**src/common/bgex_defs.svh**
```systemverilog
`ifndef BGEX_DEFS_SVH
`define BGEX_DEFS_SVH

// Register port widths.
`define BGEX_ADDR_W        8
`define BGEX_DATA_W        8

// Register offsets on the register port.
`define BGEX_OFS_E1_IN_LO  8'h00
`define BGEX_OFS_E1_IN_HI  8'h01
`define BGEX_OFS_E1_OUT_LO 8'h02
`define BGEX_OFS_E1_OUT_HI 8'h03
`define BGEX_OFS_E1_DIR_LO 8'h04
`define BGEX_OFS_E1_DIR_HI 8'h05
`define BGEX_OFS_E2_IN_LO  8'h06
`define BGEX_OFS_E2_IN_HI  8'h07

// Reset values of the writable registers.
`define BGEX_RST_DIR_LO    8'h00
`define BGEX_RST_DIR_HI    8'h00
`define BGEX_RST_OUT_LO    8'h00
`define BGEX_RST_OUT_HI    8'h00

// Value of reserved and unmapped read bits.
`define BGEX_RSVD_VAL      8'h00

// Field positions in the low input register of the second expander.
`define BGEX_E2L_SAT_EN    2
`define BGEX_E2L_PROG_EN   3
`define BGEX_E2L_LINE16    4
`define BGEX_E2L_LAMP      5
`define BGEX_E2L_PLL_LOCK  6

// Field positions in the high input register of the second expander.
`define BGEX_E2H_NAND_WP   0
`define BGEX_E2H_EEPROM_WP 1
`define BGEX_E2H_DETECT    2
`define BGEX_E2H_IDENT0    3
`define BGEX_E2H_IDENT1    4
`define BGEX_E2H_IDENT2    5
`define BGEX_E2H_SCL       6
`define BGEX_E2H_SDA       7

`endif

```
**src/common/bgex_pkg.sv**
```systemverilog
package bgex_pkg;

    // One register byte.
    typedef logic [7:0] bgex_byte_t;

    // Register selected by an address.
    typedef enum {
        BGEX_SEL_NONE,
        BGEX_SEL_E1_IN_LO,
        BGEX_SEL_E1_IN_HI,
        BGEX_SEL_E1_OUT_LO,
        BGEX_SEL_E1_OUT_HI,
        BGEX_SEL_E1_DIR_LO,
        BGEX_SEL_E1_DIR_HI,
        BGEX_SEL_E2_IN_LO,
        BGEX_SEL_E2_IN_HI
    } bgex_sel_e;

endpackage

```
**src/bgex_byte_reg.sv**
```systemverilog
`timescale 1ns/1ns
`include "bgex_defs.svh"

// One software-writable byte; it holds its value while the clock enable is low.
module bgex_byte_reg
    import bgex_pkg::*;
#(
    parameter bgex_byte_t RST_VAL = `BGEX_RST_DIR_LO
) (
    // Clock, reset and freeze.
    input  wire logic clock_i,
    input  wire logic rst_b_i,
    input  wire logic clk_en_i,
    // Write side.
    input  wire logic       wr_i,
    input  wire bgex_byte_t wdata_i,
    // Stored value.
    output bgex_byte_t      value_o
);

    bgex_byte_t value_reg;

    // Writes land only on an enabled edge, so a frozen block ignores the strobe.
    always_ff @(posedge clock_i or negedge rst_b_i) begin
        if (!rst_b_i) begin
            value_reg <= RST_VAL;
        end else if (clk_en_i && wr_i) begin
            value_reg <= wdata_i;
        end
    end

    assign value_o = value_reg;

endmodule

```
**src/bgex_pin_bank.sv**
```systemverilog
`timescale 1ns/1ns

// Pad control for a bank of two-way pins driven from direction and output bytes.
module bgex_pin_bank #(
    parameter int PIN_W = 16
) (
    // Register side.
    input  wire logic [PIN_W-1:0] dir_i,
    input  wire logic [PIN_W-1:0] out_i,
    // Pad side.
    output logic      [PIN_W-1:0] pin_o,
    output logic      [PIN_W-1:0] pin_oe_o
);

    generate
        if (PIN_W < 1 || PIN_W % 8 != 0) begin : g_bad_width
            $error("bgex_pin_bank: pin count must be a whole number of bytes");
        end
    endgenerate

    // A set direction bit turns the pad into an output; cleared leaves it an input.
    assign pin_oe_o = dir_i;
    // The stored level is parked on the pad only while it drives, so the
    // output never toggles on an undriven pin and wastes no power there.
    assign pin_o    = out_i & dir_i;

endmodule

```
**src/bgex_top.sv**
```systemverilog
// Added by the designer: the strobed register port.
`timescale 1ns/1ns
`include "bgex_defs.svh"

// Summary of operation
// - A direction bit of zero makes its pin an input, one an output.
// - Low direction byte bit n steers first-expander pin n; fully read/write.
// - High direction byte at 05h steers pins 8 to 15; read/write.
// - High direction byte resets to zero, so pins 8 to 15 start as inputs.
// - Second expander low input at 06h is read-only; bits 2..6 sense lines.
// - Input bits return the live pin level: low reads zero, high reads one.
// - Writes to input registers change nothing.
// - High input at 07h: bit 0 NAND protect, 1 EEPROM protect, 2 detect.
// - Bits 6 and 7 of the high input return serial clock and data lines.
// - Output bits set the level a pin drives while configured as output.
module bgex_top
    import bgex_pkg::*;
#(
    parameter int PIN_W = 16
) (
    // Clock, reset and freeze.
    input  wire logic                    clock_i,
    input  wire logic                    rst_b_i,
    input  wire logic                    clk_en_i,
    // Register port.
    input  wire logic [`BGEX_ADDR_W-1:0] reg_addr_i,
    input  wire logic [`BGEX_DATA_W-1:0] reg_wdata_i,
    input  wire logic                    reg_wr_i,
    input  wire logic                    reg_rd_i,
    output logic      [`BGEX_DATA_W-1:0] reg_rdata_o,
    // First expander two-way pins.
    input  wire logic [PIN_W-1:0]        e1_pin_i,
    output logic      [PIN_W-1:0]        e1_pin_o,
    output logic      [PIN_W-1:0]        e1_pin_oe_o,
    // Second expander sensed lines, low register.
    input  wire logic                    satellite_receiver_enable_i,
    input  wire logic                    programming_voltage_enable_i,
    input  wire logic                    processor_line_sixteen_i,
    input  wire logic                    lock_indicator_lamp_i,
    input  wire logic                    processor_pll_lock_i,
    // Second expander sensed lines, high register.
    input  wire logic                    nand_write_protect_n_i,
    input  wire logic                    eeprom_write_protect_n_i,
    input  wire logic                    expansion_board_detect_i,
    input  wire logic                    expansion_board_ident_0_i,
    input  wire logic                    expansion_board_ident_1_i,
    input  wire logic                    expansion_board_ident_2_i,
    input  wire logic                    external_serial_clock_line_i,
    input  wire logic                    external_serial_data_line_i
);

    // The register map below is laid out for exactly two bytes of pins.
    generate
        if (PIN_W != 16) begin : g_bad_pins
            $error("bgex_top: the register map serves exactly sixteen pins");
        end
    endgenerate

    bgex_byte_t dir_lo;
    bgex_byte_t dir_hi;
    bgex_byte_t out_lo;
    bgex_byte_t out_hi;
    bgex_byte_t e2_in_lo;
    bgex_byte_t e2_in_hi;
    bgex_byte_t rdata_reg;
    bgex_byte_t rdata_next;
    bgex_sel_e  wr_sel;
    bgex_sel_e  rd_sel;

    // Address decode shared by the write and the read paths.
    function automatic bgex_sel_e decode(input logic [`BGEX_ADDR_W-1:0] addr);
        case (addr)
            `BGEX_OFS_E1_IN_LO:  decode = BGEX_SEL_E1_IN_LO;
            `BGEX_OFS_E1_IN_HI:  decode = BGEX_SEL_E1_IN_HI;
            `BGEX_OFS_E1_OUT_LO: decode = BGEX_SEL_E1_OUT_LO;
            `BGEX_OFS_E1_OUT_HI: decode = BGEX_SEL_E1_OUT_HI;
            `BGEX_OFS_E1_DIR_LO: decode = BGEX_SEL_E1_DIR_LO;
            `BGEX_OFS_E1_DIR_HI: decode = BGEX_SEL_E1_DIR_HI;
            `BGEX_OFS_E2_IN_LO:  decode = BGEX_SEL_E2_IN_LO;
            `BGEX_OFS_E2_IN_HI:  decode = BGEX_SEL_E2_IN_HI;
            default:             decode = BGEX_SEL_NONE;
        endcase
    endfunction

    // Each strobe is decoded only when it is asserted. The input offsets decode to
    // selects that no register loads on, so a write to them is simply dropped.
    assign wr_sel = reg_wr_i ? decode(reg_addr_i) : BGEX_SEL_NONE;
    assign rd_sel = reg_rd_i ? decode(reg_addr_i) : BGEX_SEL_NONE;

    // Direction bytes; both start as inputs after reset.
    bgex_byte_reg #(
        .RST_VAL (`BGEX_RST_DIR_LO)
    ) u_dir_lo (
        .clock_i  (clock_i),
        .rst_b_i  (rst_b_i),
        .clk_en_i (clk_en_i),
        .wr_i     (wr_sel == BGEX_SEL_E1_DIR_LO),
        .wdata_i  (reg_wdata_i),
        .value_o  (dir_lo)
    );

    bgex_byte_reg #(
        .RST_VAL (`BGEX_RST_DIR_HI)
    ) u_dir_hi (
        .clock_i  (clock_i),
        .rst_b_i  (rst_b_i),
        .clk_en_i (clk_en_i),
        .wr_i     (wr_sel == BGEX_SEL_E1_DIR_HI),
        .wdata_i  (reg_wdata_i),
        .value_o  (dir_hi)
    );

    // Output level bytes; they may be loaded before the pin is turned round.
    bgex_byte_reg #(
        .RST_VAL (`BGEX_RST_OUT_LO)
    ) u_out_lo (
        .clock_i  (clock_i),
        .rst_b_i  (rst_b_i),
        .clk_en_i (clk_en_i),
        .wr_i     (wr_sel == BGEX_SEL_E1_OUT_LO),
        .wdata_i  (reg_wdata_i),
        .value_o  (out_lo)
    );

    bgex_byte_reg #(
        .RST_VAL (`BGEX_RST_OUT_HI)
    ) u_out_hi (
        .clock_i  (clock_i),
        .rst_b_i  (rst_b_i),
        .clk_en_i (clk_en_i),
        .wr_i     (wr_sel == BGEX_SEL_E1_OUT_HI),
        .wdata_i  (reg_wdata_i),
        .value_o  (out_hi)
    );

    // Pad drive for the sixteen first-expander pins.
    bgex_pin_bank #(
        .PIN_W (PIN_W)
    ) u_pins (
        .dir_i    ({dir_hi, dir_lo}),
        .out_i    ({out_hi, out_lo}),
        .pin_o    (e1_pin_o),
        .pin_oe_o (e1_pin_oe_o)
    );

    // Live view of the second expander low lines; bits 0, 1 and 7 read zero.
    always_comb begin
        e2_in_lo                     = `BGEX_RSVD_VAL;
        e2_in_lo[`BGEX_E2L_SAT_EN]   = satellite_receiver_enable_i;
        e2_in_lo[`BGEX_E2L_PROG_EN]  = programming_voltage_enable_i;
        e2_in_lo[`BGEX_E2L_LINE16]   = processor_line_sixteen_i;
        e2_in_lo[`BGEX_E2L_LAMP]     = lock_indicator_lamp_i;
        e2_in_lo[`BGEX_E2L_PLL_LOCK] = processor_pll_lock_i;
    end

    // Live view of the second expander high lines.
    always_comb begin
        e2_in_hi                      = `BGEX_RSVD_VAL;
        e2_in_hi[`BGEX_E2H_NAND_WP]   = nand_write_protect_n_i;
        e2_in_hi[`BGEX_E2H_EEPROM_WP] = eeprom_write_protect_n_i;
        e2_in_hi[`BGEX_E2H_DETECT]    = expansion_board_detect_i;
        e2_in_hi[`BGEX_E2H_IDENT0]    = expansion_board_ident_0_i;
        e2_in_hi[`BGEX_E2H_IDENT1]    = expansion_board_ident_1_i;
        e2_in_hi[`BGEX_E2H_IDENT2]    = expansion_board_ident_2_i;
        e2_in_hi[`BGEX_E2H_SCL]       = external_serial_clock_line_i;
        e2_in_hi[`BGEX_E2H_SDA]       = external_serial_data_line_i;
    end

    // Read mux. Input registers sample the pins at the read edge, never a stored
    // copy, so software always sees the level of that cycle. The input and
    // unmapped offsets have no write path at all.
    always_comb begin
        case (rd_sel)
            BGEX_SEL_E1_IN_LO:  rdata_next = e1_pin_i[7:0];
            BGEX_SEL_E1_IN_HI:  rdata_next = e1_pin_i[15:8];
            BGEX_SEL_E1_OUT_LO: rdata_next = out_lo;
            BGEX_SEL_E1_OUT_HI: rdata_next = out_hi;
            BGEX_SEL_E1_DIR_LO: rdata_next = dir_lo;
            BGEX_SEL_E1_DIR_HI: rdata_next = dir_hi;
            BGEX_SEL_E2_IN_LO:  rdata_next = e2_in_lo;
            BGEX_SEL_E2_IN_HI:  rdata_next = e2_in_hi;
            default:            rdata_next = `BGEX_RSVD_VAL;
        endcase
    end

    // Read data stand until the next enabled edge after the strobe, then fall to zero.
    always_ff @(posedge clock_i or negedge rst_b_i) begin
        if (!rst_b_i) begin
            rdata_reg <= `BGEX_RSVD_VAL;
        end else if (clk_en_i) begin
            rdata_reg <= rdata_next;
        end
    end

    assign reg_rdata_o = rdata_reg;
endmodule

```
**config.mk**
```make
export PLATFORM = sky130hd
export DESIGN_NAME = bgex_top
export DESIGN_NICKNAME = d
export VERILOG_FILES = /design/src/common/bgex_pkg.sv /design/src/bgex_byte_reg.sv /design/src/bgex_pin_bank.sv /design/src/bgex_top.sv
export VERILOG_INCLUDE_DIRS = /design/src /design/src/common
export SDC_FILE = /design/constraint.sdc
export NUM_CORES = 1
export LEC_CHECK = 0
export ABC_AREA = 1
export ABC_CLOCK_PERIOD_IN_PS = 850
export BUFFER_PORTS_ARGS = -buffer_cell sky130_fd_sc_hd__buf_4
export CORE_MARGIN = 3
export CORE_UTILIZATION = 47
export CTS_CLUSTER_DIAMETER = 30
export CTS_CLUSTER_SIZE = 8
export DETAILED_ROUTE_END_ITERATION = 10
export PLACE_DENSITY = 0.87
export SYNTH_ARGS = -nofsm -noshare
export SYNTH_HDL_FRONTEND = slang
export SYNTH_HIERARCHICAL = 1
export SYNTH_SLANG_ARGS = --single-unit
```
**constraint.sdc**
```tcl
create_clock -name clock_i -period 0.85 [get_ports clock_i]
set_input_delay 0.17 -clock clock_i [delete_from_list [all_inputs] [get_ports clock_i]]
set_output_delay 0.17 -clock clock_i [all_outputs]
set_load 0.02 [all_outputs]
```
# Word level (Yosys, flattened, before mapping)
# Memory sizes are Yosys's and may differ from the RTL's.
# Cells that the tools add are included.
# Widths: inputs -> output; s select.
dict set report word_totals {
  register_bits 40
  word_cells 30
  rom_bits 64
  mem_count 2
  input_bits 50
}
# memory words width read_ports rd_ports_with_merged_regs wr line_no
set mem_list {}
lappend mem_list {{(no name shown)} 8 4 1 0 0 bgex_top.sv:72} ;# case (addr)
lappend mem_list {{(no name shown)} 8 4 1 0 0 bgex_top.sv:72}
dict set report classes {
  muxes 5
  reduce_logical 5
  bitwise 1
  n_eq_ne 12
}
# operator count
set op_table {}
lappend op_table {{$eq 32x3->1 const B} 5}
lappend op_table {{$eq 32x4->1 const B} 4}
lappend op_table {{$mux 32} 4}
lappend op_table {{$eq 32x2->1 const B} 2}
lappend op_table {{$pmux 8 s8} 1}
lappend op_table {{$eq 32x1->1 const B} 1}
lappend op_table {{$and 16x16->16} 1}
lappend op_table {{$logic_not 5->1} 1}
lappend op_table {{$logic_and 1x1->1} 4}

# Depth between registers and ports, before layout
dict set report depth {
  ltp_word 5
  ltp_mapped 13
}

# Modules after synthesis
# The synthesis kept the hierarchy.
# module area_each_um2 instances cells_each
set modules_own_cells {}
lappend modules_own_cells {bgex_byte_reg 342.8 4 35}
lappend modules_own_cells {bgex_top 1239.9 1 207}
lappend modules_own_cells {bgex_pin_bank 240.2 1 48}

# Worst setup path after synthesis
# Ideal clock, no wire load.
dict set report synth_path {
  path_kind {input -> register}
  from {input reg_addr_i[0]}
  to {register u_dir_lo.value_reg[1], in the netlist u_dir_lo/value_o[1]}
  path_slack_ps -805
  required_ps 733
  setup_ps 117
  stages 12
  arrival_time_ps 1539
  n_path_buf 1
  path_cell_list {ha_1 > nand2_1 > inv_1 > nor2_2 > inv_1 > nor4_1 > o21ai_0 > nor2_1 > buf_6 > nand2_8 > nand2_1 > nand2_1}
}
dict set report synth_between {
  elab_chain_len 5
}
# element line_no
set synth_lines {}
lappend synth_lines {{start, declared} bgex_top.sv:26} ;# input wire logic [`BGEX_ADDR_W-1:0] reg_addr_i,
lappend synth_lines {{$mem_v2 8x4} --}
lappend synth_lines {{$mux 32} bgex_top.sv:72}
lappend synth_lines {{$mux 32} bgex_top.sv:87} ;# assign wr_sel = reg_wr_i ? decode(reg_addr_i) : BGEX_SEL_NONE;
lappend synth_lines {{$eq 32x4->1} bgex_top.sv:97} ;# .wr_i (wr_sel == BGEX_SEL_E1_DIR_LO),
lappend synth_lines {{$logic_and 1x1->1} bgex_byte_reg.sv:27} ;# end else if (clk_en_i && wr_i) begin
lappend synth_lines {{end signal, assigned} bgex_byte_reg.sv:28} ;# value_reg <= wdata_i;
lappend synth_lines {{end, declared} bgex_byte_reg.sv:21} ;# bgex_byte_t value_reg;
# No other way between the ends.
# A chain may end at the register's enable or synchronous reset.

# Final worst setup path
dict set report layout_path {
  from {input reg_addr_i[0]}
  to {register u_out_hi.value_reg[3], in the netlist u_out_hi/value_o[3]}
}
dict set report layout_between {
  elab_chain_len 5
}
# element line_no
set layout_lines {}
lappend layout_lines {{$mem_v2 8x4} --}
lappend layout_lines {{$mux 32} bgex_top.sv:72}
lappend layout_lines {{$mux 32} bgex_top.sv:87}
lappend layout_lines {{$eq 32x4->1} bgex_top.sv:131} ;# .wr_i (wr_sel == BGEX_SEL_E1_OUT_HI),
lappend layout_lines {{$logic_and 1x1->1} bgex_byte_reg.sv:27}
lappend layout_lines {{end signal, assigned} bgex_byte_reg.sv:28}
lappend layout_lines {{end, declared} bgex_byte_reg.sv:21}
# No other way between the ends.

==> reports/summary.txt <==
status: finished, violations left
failing checks: setup timing
fin area: 0.00509 sq mm
routability cong.: 0.929
drt drc: 0
CTS root buf: clkbuf_8
clk buf depth: 2
# Max-Cap Violations: 0
Mean Syn Cell Area: 7.22 sq um
Reg-to-Reg End: reg_rdata_o[4]
Worst setup SP type: primary input
syn_nets: 447
first-pass GRT wire length: 17900 um
crit path time final: 1580 ps
Lkg Pwr: 2.71 nW
yosys warns: 6
Cell Rows: 27
post-synthesis simple-gate area fraction: 49.0%
Critical Path Max Stage Delay: 230 ps
vias in the first global route: 3668
R2R depth: 7
CTS tree: built
Post-synth top flop: dfrtp_1
area post-placement: 0.00398 sq mm
Final HPWL DP: 7380 um
total gr overflow: 0
Max Fanout on Critical Path: 8
Critical Path AT: 1760 ps
Top Ports: 90
I/O Buffers: 89
core area: 0.00568 sq mm
routed vias: 3870
EDFF count, synth: 0
count of final setup violators: 80
RSZ-0062 raised after global routing: true
Adder-Cell Fraction of Synth Area: 0.878%
worst-path cell chain: buf_8 > ha_4 > nand2_2 > inv_2 > nor2_4 > inv_2 > nor4_4 > o21ai_2 > nor2_2 > buf_6 > nand2_8 > nand2_2 > nand2_1
FF/Latch Area: 0.00101 sq mm
First-pass DRT Iterations: 6
Die W: 83.9 um
drt total wl: 13600 um
clock sink count: 40
Post-Syn Instances: 395
Die Ht: 83.9 um
largest family of logic cells by synthesized area: simple AND/OR/NAND/NOR gates
mux contribution to synthesized area: 0%
diode count: 0
initial antenna violation count: 0
most common cell after layout, fill and taps aside: buf_4
Max Slew Vio Count: 0
slowest cell on the critical path: nor4_4
Layout Nets: 624
most frequent cells in the layout: buf_4 (120), nand2_1 (105), buf_6 (66)
reg2reg start: u_out_lo/value_o[4]
post-synth cell types: 28
register area share after synthesis: 35.1%
Clock transition at path regs: 80 ps
#FFs+latches synth: 40
Synth Cell Area: 0.00285 sq mm
# H-tree levels: 2
Routed WL per cell: 21.2 um
internal reg-to-reg setup slack: -380 ps
final hold vios: 0
Non-Filler Instances: 644
largest net degree at the start of global routing: 41
synth-to-layout area growth: 78.5%
Hold EP: u_dir_hi/value_o[5]
Pwr per Cell Area: 821 mW/mm^2
Clock Skew: 13.9 ps
cts bufs inserted: 5
Hold Crit Start: reg_wdata_i[5]
fmax: 632 MHz
Worst-Margin Slew: 371 ps
clock latency on the worst-skew pair: 310 ps
die footprint: 0.00704 sq mm
complex-gate fraction of the synthesized area: 1.40%
drt via density: 6.01
synthesized-area fraction occupied by xor and xnor cells: 0%
number of buffers and inverters on the critical path: 4
Worst setup EP type: flop
ys async rst share: 100%
initial drt markers: 423
delay-heaviest family, CP: simple AND/OR/NAND/NOR gates
Worst slew margin: 75.2%
Final WS setup: -732 ps
worst min path class: primary input to flop
Req. time, crit path: 1030 ps
final period utilization: 186%
initial core utilization: 50.2%
multi-input logic area: 0.00189 sq mm
Setup CP Type: primary input to flop
WHS Path Cells: 3
maximum VDD drop: 0.000942 V
Tot GR Track Use: 32.2%
Placed Instances: 584
fraction of layout cells with a size suffix above 1: 57.2%
Detail Route Antenna Nets: 0
fillcell total: 247
## cell usage after synthesis, types with 2 or more instances
library cell | number | area share, %
inv_1 | 28 | 3.7
ha_1 | 2 | 0.88
buf_8 | 2 | 1.1
dfrtp_1 | 40 | 35
nor2_4 | 4 | 1.6
nor2_2 | 2 | 0.44
nor2_1 | 26 | 3.4
buf_4 | 18 | 4.7
buf_6 | 9 | 3.6
nand3_1 | 87 | 15
nor3_1 | 2 | 0.35
nand4_1 | 6 | 1.3
nor2_8 | 2 | 1.4
nand2_8 | 4 | 2.8
nand2_1 | 147 | 19
buf_2 | 2 | 0.35
and3_1 | 2 | 0.44
nand3_4 | 2 | 1.2
## report_power, final
group | switching (mW) | total [mW] | internal, mW
combinational | 0.459 | 0.879 | 0.419
clock | 0.733 | 1.29 | 0.557
sequential | 0.0554 | 2.01 | 1.96
## flip-flops by register name, indices dropped and copies added (netlist names)
signal,count
u_dir_hi/value_o,8
u_out_hi/value_o,8
reg_rdata_o,8
u_out_lo/value_o,8
u_dir_lo/value_o,8
## kinds of logic (layout without fill, tap and decap cells)
logic type,count (synthesis),after routing
simple gates,288,288
buf+inv,61,238
fa+ha+maj,2,2
compound gates,4,4
flops,40,40
## tightest hold or removal path, cell delays in order
cell	delay, ps
buf_4	110
nand3_1	70
nand2_1	60
## worst max-delay path by stage
stage / to / depth (start not counted) / from / slack (ps)
CTS: u_dir_hi/value_o[7] / 13 / reg_addr_i[0] / -510
global route: u_out_hi/value_o[3] / 13 / reg_addr_i[0] / -820
floorplan: u_dir_lo/value_o[1] / 12 / reg_addr_i[0] / -580
global placement: u_dir_lo/value_o[4] / 13 / reg_addr_i[0] / -830
finish: u_out_hi/value_o[3] / 13 / reg_addr_i[0] / -730
detailed placement: u_dir_lo/value_o[2] / 13 / reg_addr_i[0] / -890
## cell type report
type                            instances  share of cell area, %
Tap cell                               72                   1.77
Sequential cell                        40                   19.8
Inverter                               30                   2.21
Clock inverter                          2                  0.246
Timing Repair Buffer                  201                   37.6
Multi-Input combinational cell        294                   37.1
Clock buffer                            5                   1.35
## per-stage QoR
step                util, %  setup TNS [ps]  power [mW]  hold slack (ps)  setup WS, ps
floorplan                 -          -22230        2.25             -126          -584
finish                 89.7          -36610        4.18              148          -732
detailed placement     70.1          -34300        2.68             42.0          -892
global placement       70.1          -31870        2.66             37.8          -825
CTS                    82.2          -28760        3.96              145          -507
global route           89.7          -40760        4.29              158          -817
## timing repair
item / in CTS / in global routing
hold buffers: 1 / 0
hold endpoints to repair: 40 / 0
gates cloned: 2 / 1
buffers inserted: 31 / 19
pin swaps: 27 / 43
setup endpoints to repair: 80 / 80
gates resized for setup: 98 / 72
## layer usage
layer	track usage, %	routed length (um)	vias to the layer above
li1	-	-	1605
met1	35.6	4790	1801
met2	55.5	6530	365
met3	8.59	1370	99
met4	18.6	967	0
met5	0	0	-
Note: power is estimated with default switching activity, not from simulation.
